File: src/hsc_pkg.sv
// Constants shared by the halt and standby controller.
// Assumes a 200 MHz system clock and a 32-bit classic Wishbone register bus.
`default_nettype none
package hsc_pkg;
  timeunit 1ns;
  timeprecision 1ps;
  localparam int CLK_MHZ = 200;
  // Register byte offsets
  localparam logic [7:0] OFS_POWER_CTRL = 8'h00;
  localparam logic [7:0] OFS_CLOCK_SEL = 8'h04;
  localparam logic [7:0] OFS_IDLE_RUN = 8'h08;
  localparam logic [7:0] OFS_STATUS = 8'h0C;
  // Field positions
  localparam int HMS_LSB = 0;
  localparam int WCS_LSB = 2;
  localparam int SLOW_SEL_BIT = 0;
  localparam int ST_TAKE_BIT = 3;
  // Halt mode select codes
  localparam logic [1:0] MODE_STOP = 2'h1;
  localparam logic [1:0] MODE_OSC = 2'h2;
  localparam logic [1:0] MODE_CPU = 2'h3;
  // Warm-up select codes
  localparam logic [1:0] WCS_SHORT = 2'h1;
  localparam logic [1:0] WCS_MID = 2'h2;
  // Reset values
  localparam logic [1:0] HMS_RESET = 2'h3;
  localparam logic [1:0] WCS_RESET = 2'h2;
  localparam logic SLOW_RESET = 1'b0;
  localparam logic [5:0] IDLE_RUN_RESET = 6'h00;
  // Timing: warm-up counts and program-memory warm-up time
  localparam int WARM_SHORT_CNT = 256;
  localparam int WARM_MID_CNT = 16384;
  localparam int WARM_LONG_CNT = 65536;
  localparam int PMEM_WARM_NS = 409600;
  localparam int PMEM_WARM_CYC = (PMEM_WARM_NS * CLK_MHZ + 999) / 1000;
  localparam int CNT_W = 17;
  // Maximum interrupt level; non-maskable interrupts sit at it
  localparam logic [2:0] LVL_NMI = 3'h7;
  typedef enum logic [2:0] {
    st_run,
    st_cpu_halt,
    st_osc_halt,
    st_stop,
    st_warm
  } hsc_state_t;
endpackage : hsc_pkg
`default_nettype wire

File: src/hsc_halt_standby_controller.sv
// Halt and standby controller: enters one of three low-power modes on a
// halt instruction and decides which wake source ends it.
// Assumes the CPU pulses HALT_REQ on CLK, the interrupt controller drives
// levels and pending flags on CLK, and pins arrive asynchronously.
// Overview of operation
// - Halt code 10 oscillator-only, 01 full stop
// - CPU-only halt: peripherals follow idle run enables
// - Oscillator-only halt: only oscillator and clock timer
// - Full stop halts everything including the oscillator
// - Port states held in every halt mode
// - Enabled interrupt at or above mask wakes, processed
// - Masked peripheral interrupt below mask does not wake
// - Masked pin or clock timer wakes, resumes, flag kept
// - Non-maskable interrupt wakes any mode, processed
// - Peripheral interrupts wake only CPU-only halt
// - Clock timer not stop; pin interrupts all modes
// - Key wake-up releases every mode, no interrupt
// - Full stop released only after warm-up time
// - Reset releases halt, reinitialises all settings
// - Pins synchronised on CLK by two flops, restart on clock
// - Warm-up length from select, fast or slow tick
// - Restart after oscillator and memory warm-up done
// - Memory warm-up 409.6 us, applied on every full stop release
`default_nettype none
module hsc_halt_standby_controller
  import hsc_pkg::*;
#(
  parameter int WARM_MID = WARM_MID_CNT,
  parameter int WARM_LONG = WARM_LONG_CNT,
  parameter int PMEM_WARM = PMEM_WARM_CYC
)
(
  input wire logic CLK,
  input wire logic NRST,
  input wire logic WB_CYC_I,
  input wire logic WB_STB_I,
  input wire logic WB_WE_I,
  input wire logic [7:0] WB_ADR_I,
  input wire logic [3:0] WB_SEL_I,
  input wire logic [31:0] WB_DAT_I,
  output logic [31:0] WB_DAT_O,
  output logic WB_ACK_O,
  input wire logic HALT_REQ,
  input wire logic [2:0] CPU_MASK,
  input wire logic NMI_PIN,
  input wire logic [7:0] EXT_INT_PIN,
  input wire logic [2:0] EXT_LEVEL,
  input wire logic [7:0] KEY_WAKEUP,
  input wire logic RTC_PEND,
  input wire logic [2:0] RTC_LEVEL,
  input wire logic PERIPH_PEND,
  input wire logic [2:0] PERIPH_LEVEL,
  input wire logic SLOW_TICK,
  output logic CPU_STOP,
  output logic SYS_CLK_EN,
  output logic OSC_EN,
  output logic RTC_RUN,
  output logic PORT_HOLD,
  output logic [5:0] PERIPH_RUN,
  output logic WAKE_INT,
  output logic WAKE_RESUME
);
  timeunit 1ns;
  timeprecision 1ps;

  function automatic logic lvl_ok(input logic [2:0] lvl, input logic [2:0] mask);
    lvl_ok = (lvl >= mask);
  endfunction : lvl_ok

  function automatic logic [CNT_W-1:0] warm_len(input logic [1:0] sel);
    case (sel)
      WCS_SHORT: warm_len = CNT_W'(WARM_SHORT_CNT);
      WCS_MID: warm_len = CNT_W'(WARM_MID);
      default: warm_len = CNT_W'(WARM_LONG);
    endcase
  endfunction : warm_len

  logic [1:0] rst_sync;
  logic rst_n;
  logic [16:0] pin_s1;
  logic [16:0] pin_s2;
  logic nmi;
  logic ext_any;
  logic key_any;
  logic [1:0] halt_mode_select;
  logic [1:0] warmup_count_select;
  logic slow_sel;
  logic [5:0] idle_run_enable;
  hsc_state_t state;
  hsc_state_t next_state;
  logic take;
  logic next_take;
  logic [CNT_W-1:0] osc_cnt;
  logic [CNT_W-1:0] pmem_cnt;
  logic osc_done;
  logic pmem_done;
  logic ext_ok;
  logic rtc_ok;
  logic per_ok;
  logic wb_req;
  logic [31:0] rd_data;

  // Reset release through two flip-flops
  always_ff @(posedge CLK or negedge NRST)
  begin
    if (!NRST)
      rst_sync <= 2'b00;
    else
      rst_sync <= {rst_sync[0], 1'b1};
  end
  assign rst_n = rst_sync[1];

  // Wake pins are sampled on the rising edge of CLK through two flip-flops
  always_ff @(posedge CLK or negedge rst_n)
  begin
    if (!rst_n)
    begin
      pin_s1 <= 17'h0_0000;
      pin_s2 <= 17'h0_0000;
    end
    else
    begin
      pin_s1 <= {NMI_PIN, EXT_INT_PIN, KEY_WAKEUP};
      pin_s2 <= pin_s1;
    end
  end
  assign nmi = pin_s2[16];
  assign ext_any = |pin_s2[15:8];
  assign key_any = |pin_s2[7:0];

  assign ext_ok = lvl_ok(EXT_LEVEL, CPU_MASK);
  assign rtc_ok = RTC_PEND && lvl_ok(RTC_LEVEL, CPU_MASK);
  assign per_ok = PERIPH_PEND && lvl_ok(PERIPH_LEVEL, CPU_MASK);

  // Register bus: ack one cycle after the request, write at the ack edge
  assign wb_req = WB_CYC_I && WB_STB_I;

  always_ff @(posedge CLK or negedge rst_n)
  begin
    if (!rst_n)
      WB_ACK_O <= 1'b0;
    else
      WB_ACK_O <= wb_req && !WB_ACK_O;
  end

  always_comb
  begin
    rd_data = 32'h0000_0000;
    case (WB_ADR_I)
      OFS_POWER_CTRL:
      begin
        rd_data[HMS_LSB +: 2] = halt_mode_select;
        rd_data[WCS_LSB +: 2] = warmup_count_select;
      end
      OFS_CLOCK_SEL: rd_data[SLOW_SEL_BIT] = slow_sel;
      OFS_IDLE_RUN: rd_data[5:0] = idle_run_enable;
      OFS_STATUS:
      begin
        rd_data[2:0] = state;
        rd_data[ST_TAKE_BIT] = take;
      end
      default: rd_data = 32'h0000_0000;
    endcase
  end

  always_ff @(posedge CLK or negedge rst_n)
  begin
    if (!rst_n)
      WB_DAT_O <= 32'h0000_0000;
    else if (wb_req && !WB_ACK_O && !WB_WE_I)
      WB_DAT_O <= rd_data;
  end

  // Settings return to defaults on reset
  always_ff @(posedge CLK or negedge rst_n)
  begin
    if (!rst_n)
    begin
      halt_mode_select <= HMS_RESET;
      warmup_count_select <= WCS_RESET;
      slow_sel <= SLOW_RESET;
      idle_run_enable <= IDLE_RUN_RESET;
    end
    else if (wb_req && WB_ACK_O && WB_WE_I && WB_SEL_I[0])
    begin
      case (WB_ADR_I)
        OFS_POWER_CTRL:
        begin
          halt_mode_select <= WB_DAT_I[HMS_LSB +: 2];
          warmup_count_select <= WB_DAT_I[WCS_LSB +: 2];
        end
        OFS_CLOCK_SEL: slow_sel <= WB_DAT_I[SLOW_SEL_BIT];
        OFS_IDLE_RUN: idle_run_enable <= WB_DAT_I[5:0];
        default: ;
      endcase
    end
  end

  // Mode sequencing and wake decision
  always_comb
  begin
    next_state = state;
    next_take = take;
    case (state)
      st_run:
        if (HALT_REQ)
        begin
          case (halt_mode_select)
            MODE_OSC: next_state = st_osc_halt;
            MODE_STOP: next_state = st_stop;
            default: next_state = st_cpu_halt;
          endcase
        end
      st_cpu_halt:
        // Peripheral sources count only here; masked ones never wake
        if (nmi || key_any || ext_any || RTC_PEND || per_ok)
        begin
          next_state = st_run;
          next_take = nmi || (ext_any && ext_ok) || rtc_ok || per_ok;
        end
      st_osc_halt:
        if (nmi || key_any || ext_any || RTC_PEND)
        begin
          next_state = st_run;
          next_take = nmi || (ext_any && ext_ok) || rtc_ok;
        end
      st_stop:
        if (nmi || key_any || ext_any)
        begin
          next_state = st_warm;
          next_take = nmi || (ext_any && ext_ok);
        end
      st_warm:
        if (osc_done && pmem_done)
          next_state = st_run;
      default: next_state = st_run;
    endcase
  end

  always_ff @(posedge CLK or negedge rst_n)
  begin
    if (!rst_n)
    begin
      state <= st_run;
      take <= 1'b0;
    end
    else
    begin
      state <= next_state;
      take <= next_take;
    end
  end

  // Wake pulses, one cycle, on return to run
  always_ff @(posedge CLK or negedge rst_n)
  begin
    if (!rst_n)
    begin
      WAKE_INT <= 1'b0;
      WAKE_RESUME <= 1'b0;
    end
    else
    begin
      WAKE_INT <= (state != st_run) && (next_state == st_run) && next_take;
      WAKE_RESUME <= (state != st_run) && (next_state == st_run) && !next_take;
    end
  end

  // Warm-up counters after full stop
  always_ff @(posedge CLK or negedge rst_n)
  begin
    if (!rst_n)
    begin
      osc_cnt <= '0;
      pmem_cnt <= '0;
    end
    else if (state != st_warm)
    begin
      osc_cnt <= '0;
      pmem_cnt <= '0;
    end
    else
    begin
      if (!osc_done && (!slow_sel || SLOW_TICK))
        osc_cnt <= osc_cnt + 1'b1;
      if (!pmem_done)
        pmem_cnt <= pmem_cnt + 1'b1;
    end
  end
  assign osc_done = (osc_cnt >= warm_len(warmup_count_select));
  assign pmem_done = (pmem_cnt >= CNT_W'(PMEM_WARM));

  // Clock and unit controls per mode
  assign CPU_STOP = (state != st_run);
  assign SYS_CLK_EN = (state == st_run) || (state == st_cpu_halt);
  assign OSC_EN = (state != st_stop);
  assign RTC_RUN = (state != st_stop) && (state != st_warm);
  assign PORT_HOLD = (state != st_run);
  assign PERIPH_RUN = (state == st_run) ? 6'h3F :
                      (state == st_cpu_halt) ? idle_run_enable : 6'h00;
endmodule : hsc_halt_standby_controller
`default_nettype wire

File: config.mk
export PLATFORM = sky130hd
export DESIGN_NAME = hsc_halt_standby_controller
export DESIGN_NICKNAME = d
export VERILOG_FILES = /design/src/hsc_pkg.sv /design/src/hsc_halt_standby_controller.sv
export SDC_FILE = /design/constraint.sdc
export NUM_CORES = 1
export LEC_CHECK = 0
export ABC_AREA = 1
export BUFFER_PORTS_ARGS = -buffer_cell sky130_fd_sc_hd__buf_2
export CAP_MARGIN = 20
export CORE_AREA = 2 2 132 134
export CTS_CLUSTER_SIZE = 25
export DETAILED_ROUTE_END_ITERATION = 10
export DIE_AREA = 0 0 134 136
export PLACE_DENSITY_LB_ADDON = 0.08
export REMOVE_ABC_BUFFERS = 1
export SLEW_MARGIN = 15
export SYNTH_ARGS = -nofsm -noshare
export SYNTH_HDL_FRONTEND = slang
export SYNTH_SLANG_ARGS = --single-unit
export TNS_END_PERCENT = 100
File: constraint.sdc
create_clock -name CLK -period 4.2 [get_ports CLK]
set_input_delay 1.26 -clock CLK [delete_from_list [all_inputs] [get_ports CLK]]
set_output_delay 1.26 -clock CLK [all_outputs]
set_load 0.05 [all_outputs]
# Word level (Yosys, flattened, before mapping)
# Index checks and enable logic that the tools add are counted.
[totals]
rom_bits = 0
mem_count = 0
out_inout_bits = 46
wordCells = 96
register_bits = 94
latchBits = 0
mem_bits_rw = 0
[op_classes]
order_cmp = 5
n_mul = 0
n_mux = 21
eq_ne = 14
bitwise_logic = 0
reduce_logical = 39
add_sub_neg = 2
n_div = 0
n_shift = 0
[ops]
columns = ["operator", "count"]
rows = [
  ["$mux W17", 4],
  ["$add A17 B1 Y17 const B", 2],
  ["$pmux W17 S2", 1],
  ["$ge A17 B17 Y1", 1],
  ["$ge A17 B17 Y1 const B", 1],
  ["$eq A8 B4 Y1 const B", 2],
  ["$reduce_or A8 Y1", 2],
  ["$logic_and A1 B1 Y1", 15],
  ["$mux W3", 5],
  ["$pmux W3 S5", 1],
  ["$mux W6", 2],
  ["$ge A3 B3 Y1", 3],
  ["$logic_or A1 B1 Y1", 9],
  ["$pmux W3 S3", 1],
  ["$eq A8 B3 Y1 const B", 1],
  ["$logic_not A8 Y1", 1],
  ["$eq A3 B2 Y1 const B", 2],
  ["$logic_not A3 Y1", 2],
  ["$reduce_and A2 Y1", 3],
  ["$logic_not A1 Y1", 5],
  ["$eq A2 B1 Y1 const B", 2],
  ["$eq A2 B2 Y1 const B", 2],
  ["$pmux W1 S4", 1],
  ["$pmux W2 S2", 1],
  ["10 further kinds", 12],
]

# Depth between registers and ports, before layout
# Gate-level depths: netlist of the first run.
[logic_depth]
depth_word = 10
mapped_depth = 15
ltp_nobuf = 14

# Worst setup path after synthesis of the first run
# Ideal clock, no wire load.
[synth_path]
path_kind = "register to output"
from = "register state[1]"
to = "output PERIPH_RUN[0]"
path_buffers = 0
arrival_ps = 2200
stages_incl_launch_ff = 4
setup_slack_ps = 740
path_cell_list = "dfrtp_1 nor2_1 inv_1 a21oi_1"
[synth_between]
elab_chain_len = 3
word_cells_on_any_way = 4
classes_between = "eq/ne: 1; mux: 2; reduce/logical: 1"
[synth_lines]
columns = ["element", "line_no", "rtl"]
rows = [
  ["start, declared", "hsc_halt_standby_controller.sv:89", "hsc_state_t state;"],
  ["start signal, assigned", "hsc_halt_standby_controller.sv:244", "state <= st_run;"],
  ["start signal, assigned", "hsc_halt_standby_controller.sv:249", "state <= next_state;"],
  ["$eq A3 B1 Y1", "hsc_halt_standby_controller.sv:300", "(state == st_cpu_halt) ? idle_run_enable : 6'h00;"],
  ["$mux W6", "hsc_halt_standby_controller.sv:300", ""],
  ["$mux W6 (*)", "hsc_halt_standby_controller.sv:299", "assign PERIPH_RUN = (state == st_run) ? 6'h3F :"],
  ["end, declared", "hsc_halt_standby_controller.sv:59", "output logic [5:0] PERIPH_RUN,"],
]
# Mark *: on every way between the ends. The rest lies on a longest branch, timed or not.

# Worst setup path after layout of the first run
[layout_path]
from = "register state[0]"
to = "output RTC_RUN"
[layout_between]
elab_chain_len = 2
word_cells_on_any_way = 3
classes_between = "eq/ne: 2; reduce/logical: 1"
[layout_lines]
columns = ["element", "line_no", "rtl"]
rows = [
  ["$ne A3 B2 Y1 or $ne A3 B3 Y1 (tied branches)", "hsc_halt_standby_controller.sv:297", "assign RTC_RUN = (state != st_stop) && (state != st_warm);"],
  ["$logic_and A1 B1 Y1 (*)", "hsc_halt_standby_controller.sv:297", ""],
  ["end, declared", "hsc_halt_standby_controller.sv:57", "output logic RTC_RUN,"],
]
# Marks and branches as above.

==> results of run 1 <==
## worst register-to-register path, stage by stage, from the launching register on
cell	delay, ns
sky130_fd_sc_hd__dfrtp_1	0.40
sky130_fd_sc_hd__inv_1	0.06
sky130_fd_sc_hd__ha_1	0.27
sky130_fd_sc_hd__inv_1	0.04
sky130_fd_sc_hd__ha_1	0.33
sky130_fd_sc_hd__inv_1	0.05
sky130_fd_sc_hd__nor2_1	0.15
sky130_fd_sc_hd__nand2_2	0.08
sky130_fd_sc_hd__nor3_1	0.11
sky130_fd_sc_hd__nand3b_1	0.19
sky130_fd_sc_hd__o21bai_4	0.29
sky130_fd_sc_hd__nand2_4	0.25
sky130_fd_sc_hd__nand2_1	0.13
sky130_fd_sc_hd__nand2_1	0.06
## per-layer routing
layer  vias to the layer above  global-route usage [%]
li1                       2036                       -
met1                      1841                    16.5
met2                        85                    20.0
met3                        14                    3.06
met4                         0                    4.61
met5                         -                       0
## path summary, 6_finish.rpt
kind                                              from                   to  slack (ns)  cells after the start
min in group asynchronous                  rst_sync[1]            pin_s1[0]        0.42                      0
max in group asynchronous                  rst_sync[1]  halt_mode_select[0]        2.79                      1
worst min register to register               pin_s1[8]            pin_s2[8]        0.35                      0
worst max register to register  warmup_count_select[0]          osc_cnt[10]        1.67                     13
worst min-delay path                         pin_s1[8]            pin_s2[8]        0.35                      0
worst max-delay path                          state[0]              RTC_RUN        1.25                      4
## cell type report
class / count / share of cell area, %
Sequential cell: 94 / 40.9
Multi-Input combinational cell: 417 / 36.7
Timing Repair Buffer: 74 / 6.50
Inverter: 84 / 5.46
Tap cell: 225 / 4.87
Clock buffer: 10 / 3.96
Clock inverter: 6 / 1.62
## cells in the final DEF (no fill, tap or decap), drive strengths merged, types with 2 or more instances in the layout
cell type / instances
a21oi: 22
buf: 74
bufinv: 2
clkbuf: 10
clkinv: 2
conb: 27
dfrtp: 91
dfstp: 3
ha: 19
inv: 85
nand2: 130
nand3: 54
nand3b: 5
nand4: 12
nor2: 79
nor3: 12
nor3b: 4
nor4: 5
o21a: 3
o21ai: 26
xor2: 10
## power by group through the flow
stage	clock, uW	sequential, uW	combinational, uW
floorplan	0	993	202
global placement	0	977	302
detailed placement	0	978	303
CTS	928	961	304
global route	969	965	328
finish	887	959	302
## flip-flops by register name, indices dropped and copies added, names as in the netlist
register / cells
rst_sync: 2
pmem_cnt: 17
osc_cnt: 17
WB_ACK_O: 1
slow_sel: 1
WAKE_INT: 1
state: 3
pin_s1: 17
halt_mode_select: 2
WB_DAT_O: 6
warmup_count_select: 2
take: 1
pin_s2: 17
idle_run_enable: 6
WAKE_RESUME: 1
## cell families after synthesis
family	after synthesis
XOR/XNOR	11
adder cells (fa/ha/maj)	19
AO/OA/AOI/OAI	59
AND/OR/NAND/NOR	301
buffers and inverters	121
other	2
flip-flops	94
## through the flow
step	power, uW	util, %
2_1_floorplan	1190	-
3_3_place_gp	1280	32.3
3_5_place_dp	1280	32.3
4_1_cts	2190	34.2
5_1_grt	2260	34.2
6_report	2150	34.2
==> impl_metrics.prom, run 1 <==
# TYPE chip_impl_metric gauge
chip_impl_info{name="run_status",value="complete, no violations"} 1
chip_impl_info{name="slowest_stage",value="sky130_fd_sc_hd__dfrtp_1"} 1
chip_impl_metric{name="wl_per_cell",unit="um"} 12.0
chip_impl_info{name="startpoint_type",value="register"} 1
chip_impl_metric{name="p_leak",unit="uW"} 0.00285
chip_impl_metric{name="drtPass1Iterations",unit=""} 4
chip_impl_metric{name="postSynthRegisterBits",unit=""} 94
chip_impl_metric{name="first_pass_grt_wire_length",unit="um"} 18200
chip_impl_metric{name="dp_cells",unit=""} 894
chip_impl_info{name="route.top_layer_used",value="met4"} 1
chip_impl_metric{name="antenna-diode-count",unit=""} 0
chip_impl_metric{name="remaining_overflow_grt",unit=""} 0
chip_impl_metric{name="period_minus_slack",unit="ns"} 2.95
chip_impl_metric{name="wl_met3",unit="um"} 516
chip_impl_metric{name="combPwrFrac",unit="%"} 14.0
chip_impl_info{name="cp-end-kind",value="primary output"} 1
chip_impl_info{name="post_synth_main_area_contributors",value="sky130_fd_sc_hd__dfrtp_1, sky130_fd_sc_hd__nand2_1, sky130_fd_sc_hd__inv_1"} 1
chip_impl_metric{name="route.antenna.remaining_nets",unit=""} 0
chip_impl_metric{name="max_freq",unit="MHz"} 338
chip_impl_metric{name="crit_path_max_incr_delay",unit="ns"} 0.49
chip_impl_metric{name="vias_per_cell",unit=""} 4.37
chip_impl_metric{name="post_synth_inst_count",unit=""} 607
chip_impl_metric{name="grt_pass1_vias",unit=""} 3733
chip_impl_metric{name="timing_worst_slew_pin_value",unit="ns"} 0.794
chip_impl_metric{name="yosys.area.top_type_share",unit="%"} 46.0
chip_impl_metric{name="design.portCount",unit=""} 128
chip_impl_metric{name="synthXorXnorAreaFrac",unit="%"} 1.95
chip_impl_metric{name="die_width",unit="um"} 134
chip_impl_metric{name="final.setup.worst_slack",unit="ns"} 1.25
chip_impl_metric{name="async_reset_ff_share",unit="%"} 100
chip_impl_metric{name="wl_met1",unit="um"} 5240
chip_impl_info{name="synth.largest_area_cell",value="sky130_fd_sc_hd__dfrtp_1"} 1
chip_impl_metric{name="cts_num_sinks",unit=""} 94
chip_impl_metric{name="wl_met2",unit="um"} 5040
chip_impl_metric{name="layout_cells_sized_above_1",unit="%"} 15.6
chip_impl_metric{name="grt_antenna_before_repair",unit=""} 0
chip_impl_metric{name="finClkSkew",unit="ns"} 0.00903
chip_impl_metric{name="synth.yosys.seq_area_share",unit="%"} 47.6
chip_impl_metric{name="remaining_drc_errors",unit=""} 0
chip_impl_info{name="synth_top_family_by_area",value="simple AND/OR/NAND/NOR gates"} 1
chip_impl_metric{name="clock_power_share",unit="%"} 41.3
chip_impl_metric{name="fill_cells",unit=""} 1809
chip_impl_metric{name="cts.reportedPaths.clkPinSlew",unit="ns"} 0.07
chip_impl_metric{name="place_worst_setup_slack",unit="ns"} 1.54
chip_impl_metric{name="cts_hold_repair.buffers",unit=""} 0
chip_impl_metric{name="synthAdderAreaFrac",unit="%"} 4.80
chip_impl_metric{name="stdcell_area",unit="um^2"} 5780
chip_impl_metric{name="row_count",unit=""} 48
chip_impl_info{name="timing.hold.worst.class",value="reg2reg"} 1
chip_impl_metric{name="internal_power",unit="uW"} 1530
chip_impl_metric{name="htreeDepth",unit=""} 3
chip_impl_metric{name="cts_max_path_buffers",unit=""} 2
chip_impl_metric{name="final_setup_tns",unit="ns"} 0
chip_impl_info{name="synth_commonest_cells",value="sky130_fd_sc_hd__nand2_1, sky130_fd_sc_hd__dfrtp_1, sky130_fd_sc_hd__inv_1"} 1
chip_impl_metric{name="ys.warnings.count",unit=""} 0
chip_impl_metric{name="cts_resized",unit=""} 0
chip_impl_metric{name="post_synth_num_cell_types",unit=""} 38
chip_impl_metric{name="worstPathRequired",unit="ns"} 2.94
chip_impl_metric{name="cts_buffer_count",unit=""} 9
chip_impl_info{name="synth_top_flop_cell",value="sky130_fd_sc_hd__dfrtp_1"} 1
chip_impl_metric{name="hold_viol_final",unit=""} 0
chip_impl_metric{name="sequential_cell_area",unit="um^2"} 2360
chip_impl_metric{name="multi_input_comb_area",unit="um^2"} 2120
chip_impl_metric{name="synth_simple_gate_area_share",unit="%"} 27.0
chip_impl_metric{name="drt_iter0_markers",unit=""} 211
chip_impl_metric{name="grt_start_max_net_pins",unit=""} 62
chip_impl_info{name="cpMostUsedCell",value="sky130_fd_sc_hd__nor2_1"} 1
chip_impl_metric{name="start_util",unit="%"} 29.3
chip_impl_metric{name="dieArea",unit="um^2"} 18200
chip_impl_metric{name="finish.cell_count_without_fillers",unit=""} 910
chip_impl_info{name="crit_family",value="flip-flops"} 1
chip_impl_metric{name="power.share.switching",unit="%"} 28.9
chip_impl_metric{name="post_synth_instance_area",unit="um^2"} 4950
chip_impl_metric{name="synth.avg_cell_area",unit="um^2"} 8.16
chip_impl_metric{name="synth_edf_count",unit=""} 0
chip_impl_metric{name="dpl.hpwl",unit="um"} 8060
chip_impl_metric{name="vias",unit=""} 3976
chip_impl_metric{name="wirelength",unit="um"} 11000
chip_impl_info{name="cts-root-buf",value="sky130_fd_sc_hd__clkbuf_16"} 1
chip_impl_metric{name="power.share.sequential",unit="%"} 44.7
chip_impl_metric{name="hold_slack",unit="ns"} 0.347
chip_impl_metric{name="maxCapViolCount",unit=""} 0
chip_impl_metric{name="post_synth_mux_area_share",unit="%"} 0
chip_impl_metric{name="dieHeight",unit="um"} 136
chip_impl_metric{name="design.final.nets",unit=""} 781
chip_impl_info{name="unrepaired_setup_endpoints_after_global_routing",value="false"} 1
chip_impl_metric{name="synth-compound-area-share",unit="%"} 7.00
chip_impl_metric{name="slew_headroom",unit="%"} 47.1
chip_impl_metric{name="dpl-instance-area",unit="um^2"} 5450
chip_impl_metric{name="vdd_drop_max",unit="mV"} 0.195
chip_impl_info{name="crit_type",value="reg2out"} 1
chip_impl_metric{name="place_congestion",unit=""} 0.799
chip_impl_metric{name="clock_latency",unit="ns"} 0.35
chip_impl_metric{name="worst-path-max-fanout",unit=""} 7
chip_impl_info{name="tritoncts",value="built"} 1
chip_impl_info{name="yosysMostFrequentCell",value="sky130_fd_sc_hd__nand2_1"} 1
chip_impl_metric{name="fin_crit_sh",unit="%"} 70.3
chip_impl_info{name="crit_path_cell_trace",value="inv_1 -> nor2_1 -> nor2_1 -> buf_2"} 1
chip_impl_metric{name="layout_stage_area_growth_over_the_synthesis_result",unit="%"} 16.6
chip_impl_metric{name="critPathArrivalTime",unit="ns"} 1.69
chip_impl_metric{name="timing.final.max_slew_violations",unit=""} 0
chip_impl_metric{name="critPathBufInv",unit=""} 2
chip_impl_metric{name="setup_viol_count_final",unit=""} 0
chip_impl_metric{name="core_region_area",unit="um^2"} 16900
chip_impl_metric{name="net-switching-power",unit="uW"} 620
chip_impl_metric{name="portBuffers",unit=""} 72
chip_impl_metric{name="global_route.usage.total",unit="%"} 12.5
chip_impl_metric{name="powerDensity",unit="nW/um^2"} 372
chip_impl_metric{name="cts_post_setup_buffers_inserted",unit=""} 0
No activity file was read; power rests on OpenSTA's default activity.
==> run 2: changes to the inputs <==
Clock period 4.2 ns to 2.87 ns, I/O delays scaled along.
==> run 2 against run 1 <==
Net effect: clock-buffer cell count did not move; combinational power rose by 50%; critical path type unchanged; core utilization rose by 0.052 points; highest routed layer unchanged; final cell count rose by 0.33%; largest cell class unchanged; register-to-register slack got worse by 1.2 ns; clock power rose by 40%; sequential cell count did not move; first-iteration DRC count rose by 32%.
==> impl_metrics.prom, run 2 (synthesized netlist as in run 1, its figures left out) <==
# TYPE chip_impl_metric gauge
chip_impl_metric{name="layout_stage_area_growth_over_the_synthesis_result",unit="%"} 16.8
chip_impl_metric{name="portBuffers",unit=""} 72
chip_impl_info{name="commonest_cells_after_routing_fill_and_taps_aside",value="sky130_fd_sc_hd__nand2_1, sky130_fd_sc_hd__dfrtp_1, sky130_fd_sc_hd__inv_1"} 1
chip_impl_metric{name="wirelength",unit="um"} 10900
chip_impl_metric{name="grt_antenna_before_repair",unit=""} 0
chip_impl_metric{name="period_minus_slack",unit="ns"} 2.52
chip_impl_metric{name="worst-path-max-fanout",unit=""} 7
chip_impl_metric{name="timing_worst_slew_pin_value",unit="ns"} 0.754
chip_impl_metric{name="start_util",unit="%"} 29.3
chip_impl_metric{name="powerDensity",unit="nW/um^2"} 533
chip_impl_metric{name="finish.cell_count_without_fillers",unit=""} 913
chip_impl_metric{name="global_route.usage.total",unit="%"} 12.6
chip_impl_metric{name="setup_viol_count_final",unit=""} 0
chip_impl_metric{name="p_leak",unit="uW"} 0.00285
chip_impl_info{name="unrepaired_setup_endpoints_after_global_routing",value="false"} 1
chip_impl_info{name="cp-end-kind",value="primary output"} 1
chip_impl_metric{name="vias_per_cell",unit=""} 4.40
chip_impl_metric{name="cts_post_setup_buffers_inserted",unit=""} 0
chip_impl_metric{name="met3_usage",unit="%"} 3.50
chip_impl_info{name="cts-root-buf",value="sky130_fd_sc_hd__clkbuf_16"} 1
chip_impl_metric{name="vdd_drop_max",unit="mV"} 0.269
chip_impl_metric{name="cts_hold_repair.buffers",unit=""} 0
chip_impl_metric{name="row_count",unit=""} 48
chip_impl_metric{name="slew_headroom",unit="%"} 49.7
chip_impl_metric{name="grtUsageMet1",unit="%"} 16.4
chip_impl_metric{name="drtPass1Iterations",unit=""} 4
chip_impl_metric{name="hold_viol_final",unit=""} 0
chip_impl_metric{name="grt_pass1_vias",unit=""} 3840
chip_impl_metric{name="core_region_area",unit="um^2"} 16900
chip_impl_metric{name="clock_latency",unit="ns"} 0.34
chip_impl_metric{name="remaining_drc_errors",unit=""} 0
chip_impl_metric{name="fin_crit_sh",unit="%"} 87.8
chip_impl_metric{name="dieHeight",unit="um"} 136
chip_impl_metric{name="max_freq",unit="MHz"} 397
chip_impl_metric{name="finClkSkew",unit="ns"} 0.00808
chip_impl_metric{name="grt_start_max_net_pins",unit=""} 37
chip_impl_metric{name="drt_iter0_markers",unit=""} 279
chip_impl_metric{name="worstPathRequired",unit="ns"} 2.01
chip_impl_metric{name="die_width",unit="um"} 134
chip_impl_metric{name="cts_num_sinks",unit=""} 94
chip_impl_metric{name="htreeDepth",unit=""} 3
chip_impl_info{name="timing.hold.worst.class",value="in2async"} 1
chip_impl_info{name="global_route.peak_usage_layer",value="met2"} 1
chip_impl_info{name="crit_type",value="reg2out"} 1
chip_impl_info{name="tritoncts",value="built"} 1
chip_impl_info{name="run_status",value="complete, no violations"} 1
chip_impl_metric{name="cts_buffer_count",unit=""} 9
chip_impl_metric{name="first_pass_grt_wire_length",unit="um"} 18300
chip_impl_metric{name="route.antenna.remaining_nets",unit=""} 0
chip_impl_info{name="startpoint_type",value="register"} 1
chip_impl_metric{name="design.portCount",unit=""} 128
chip_impl_metric{name="global_route.usage.met2",unit="%"} 20.0
chip_impl_metric{name="final_setup_tns",unit="ns"} 0
chip_impl_metric{name="antenna-diode-count",unit=""} 0
chip_impl_metric{name="place_congestion",unit=""} 0.823
chip_impl_metric{name="layout_cells_sized_above_1",unit="%"} 16.1
chip_impl_metric{name="cts_resized",unit=""} 0
chip_impl_metric{name="remaining_overflow_grt",unit=""} 0
chip_impl_metric{name="timing.final.max_slew_violations",unit=""} 0
chip_impl_metric{name="cts_max_path_buffers",unit=""} 2
chip_impl_metric{name="critPathArrivalTime",unit="ns"} 1.66
chip_impl_metric{name="dieArea",unit="um^2"} 18200
chip_impl_metric{name="dp_cells",unit=""} 897
chip_impl_metric{name="design.final.nets",unit=""} 784
chip_impl_metric{name="vias",unit=""} 4021
chip_impl_metric{name="maxCapViolCount",unit=""} 0
chip_impl_metric{name="reg2reg_slack",unit="ns"} 0.43
chip_impl_metric{name="wl_per_cell",unit="um"} 11.9
chip_impl_metric{name="dpl.hpwl",unit="um"} 8210
chip_impl_metric{name="cts.reportedPaths.clkPinSlew",unit="ns"} 0.07
chip_impl_info{name="most_common_cell_after_layout_fill_and_taps_aside",value="sky130_fd_sc_hd__nand2_1"} 1
-- run 2: where the power goes --
| group | switching [uW] | internal, uW | leakage, uW |
|---|---|---|---|
| Clock | 531 | 704 | 0.000141 |
| Combinational | 351 | 102 | 0.00152 |
| Sequential | 28.9 | 1370 | 0.00120 |
| Total | 911 | 2170 | 0.00285 |
-- run 2: stage by stage --
step	instance area (um^2)	setup WS (ns)	utilization (%)	hold WS, ns	total power (uW)
after floorplan	4790	-0.191	-	0.331	1750
after global placement	5480	0.441	32.4	0.310	1880
after detailed placement	5480	0.398	32.4	0.316	1880
after CTS	5780	0.311	34.3	0.273	3140
after global routing	5780	0.207	34.3	0.262	3250
final	5780	0.350	34.3	0.290	3080
-- run 2: area by class of cell --
type                            instances  area, um^2
Fill cell                            1805       11100
Inverter                               84         315
Multi-Input combinational cell        417        2120
Tap cell                              225         282
Clock buffer                           10         239
Timing Repair Buffer                   77         398
Sequential cell                        94        2360
Clock inverter                          6        70.1
-- run 2: path summary, 6_finish.rpt --
kind | from | cells after the start | end
hold / removal | NRST | 1 | rst_sync[1]
setup reg to reg | warmup_count_select[0] | 13 | osc_cnt[8]
hold reg to reg | rst_sync[1] | 0 | pin_s1[0]
setup / recovery | state[0] | 4 | RTC_RUN
min in group CLK | pin_s1[6] | 0 | pin_s2[6]
max in group asynchronous | rst_sync[1] | 1 | warmup_count_select[1]
-- run 2: critical path: stages, from the launching register on --
cell and delay [ns]:
sky130_fd_sc_hd__dfrtp_1 0.48, sky130_fd_sc_hd__inv_1 0.17, sky130_fd_sc_hd__nor2_1 0.34, sky130_fd_sc_hd__nor2_1 0.10, sky130_fd_sc_hd__buf_2 0.23
-- run 2: metal layers --
layer	up-vias	part of all wire, %
li1	2041	-
met2	111	46
met1	1857	48
met3	12	4.6
met5	-	0
met4	0	1.6
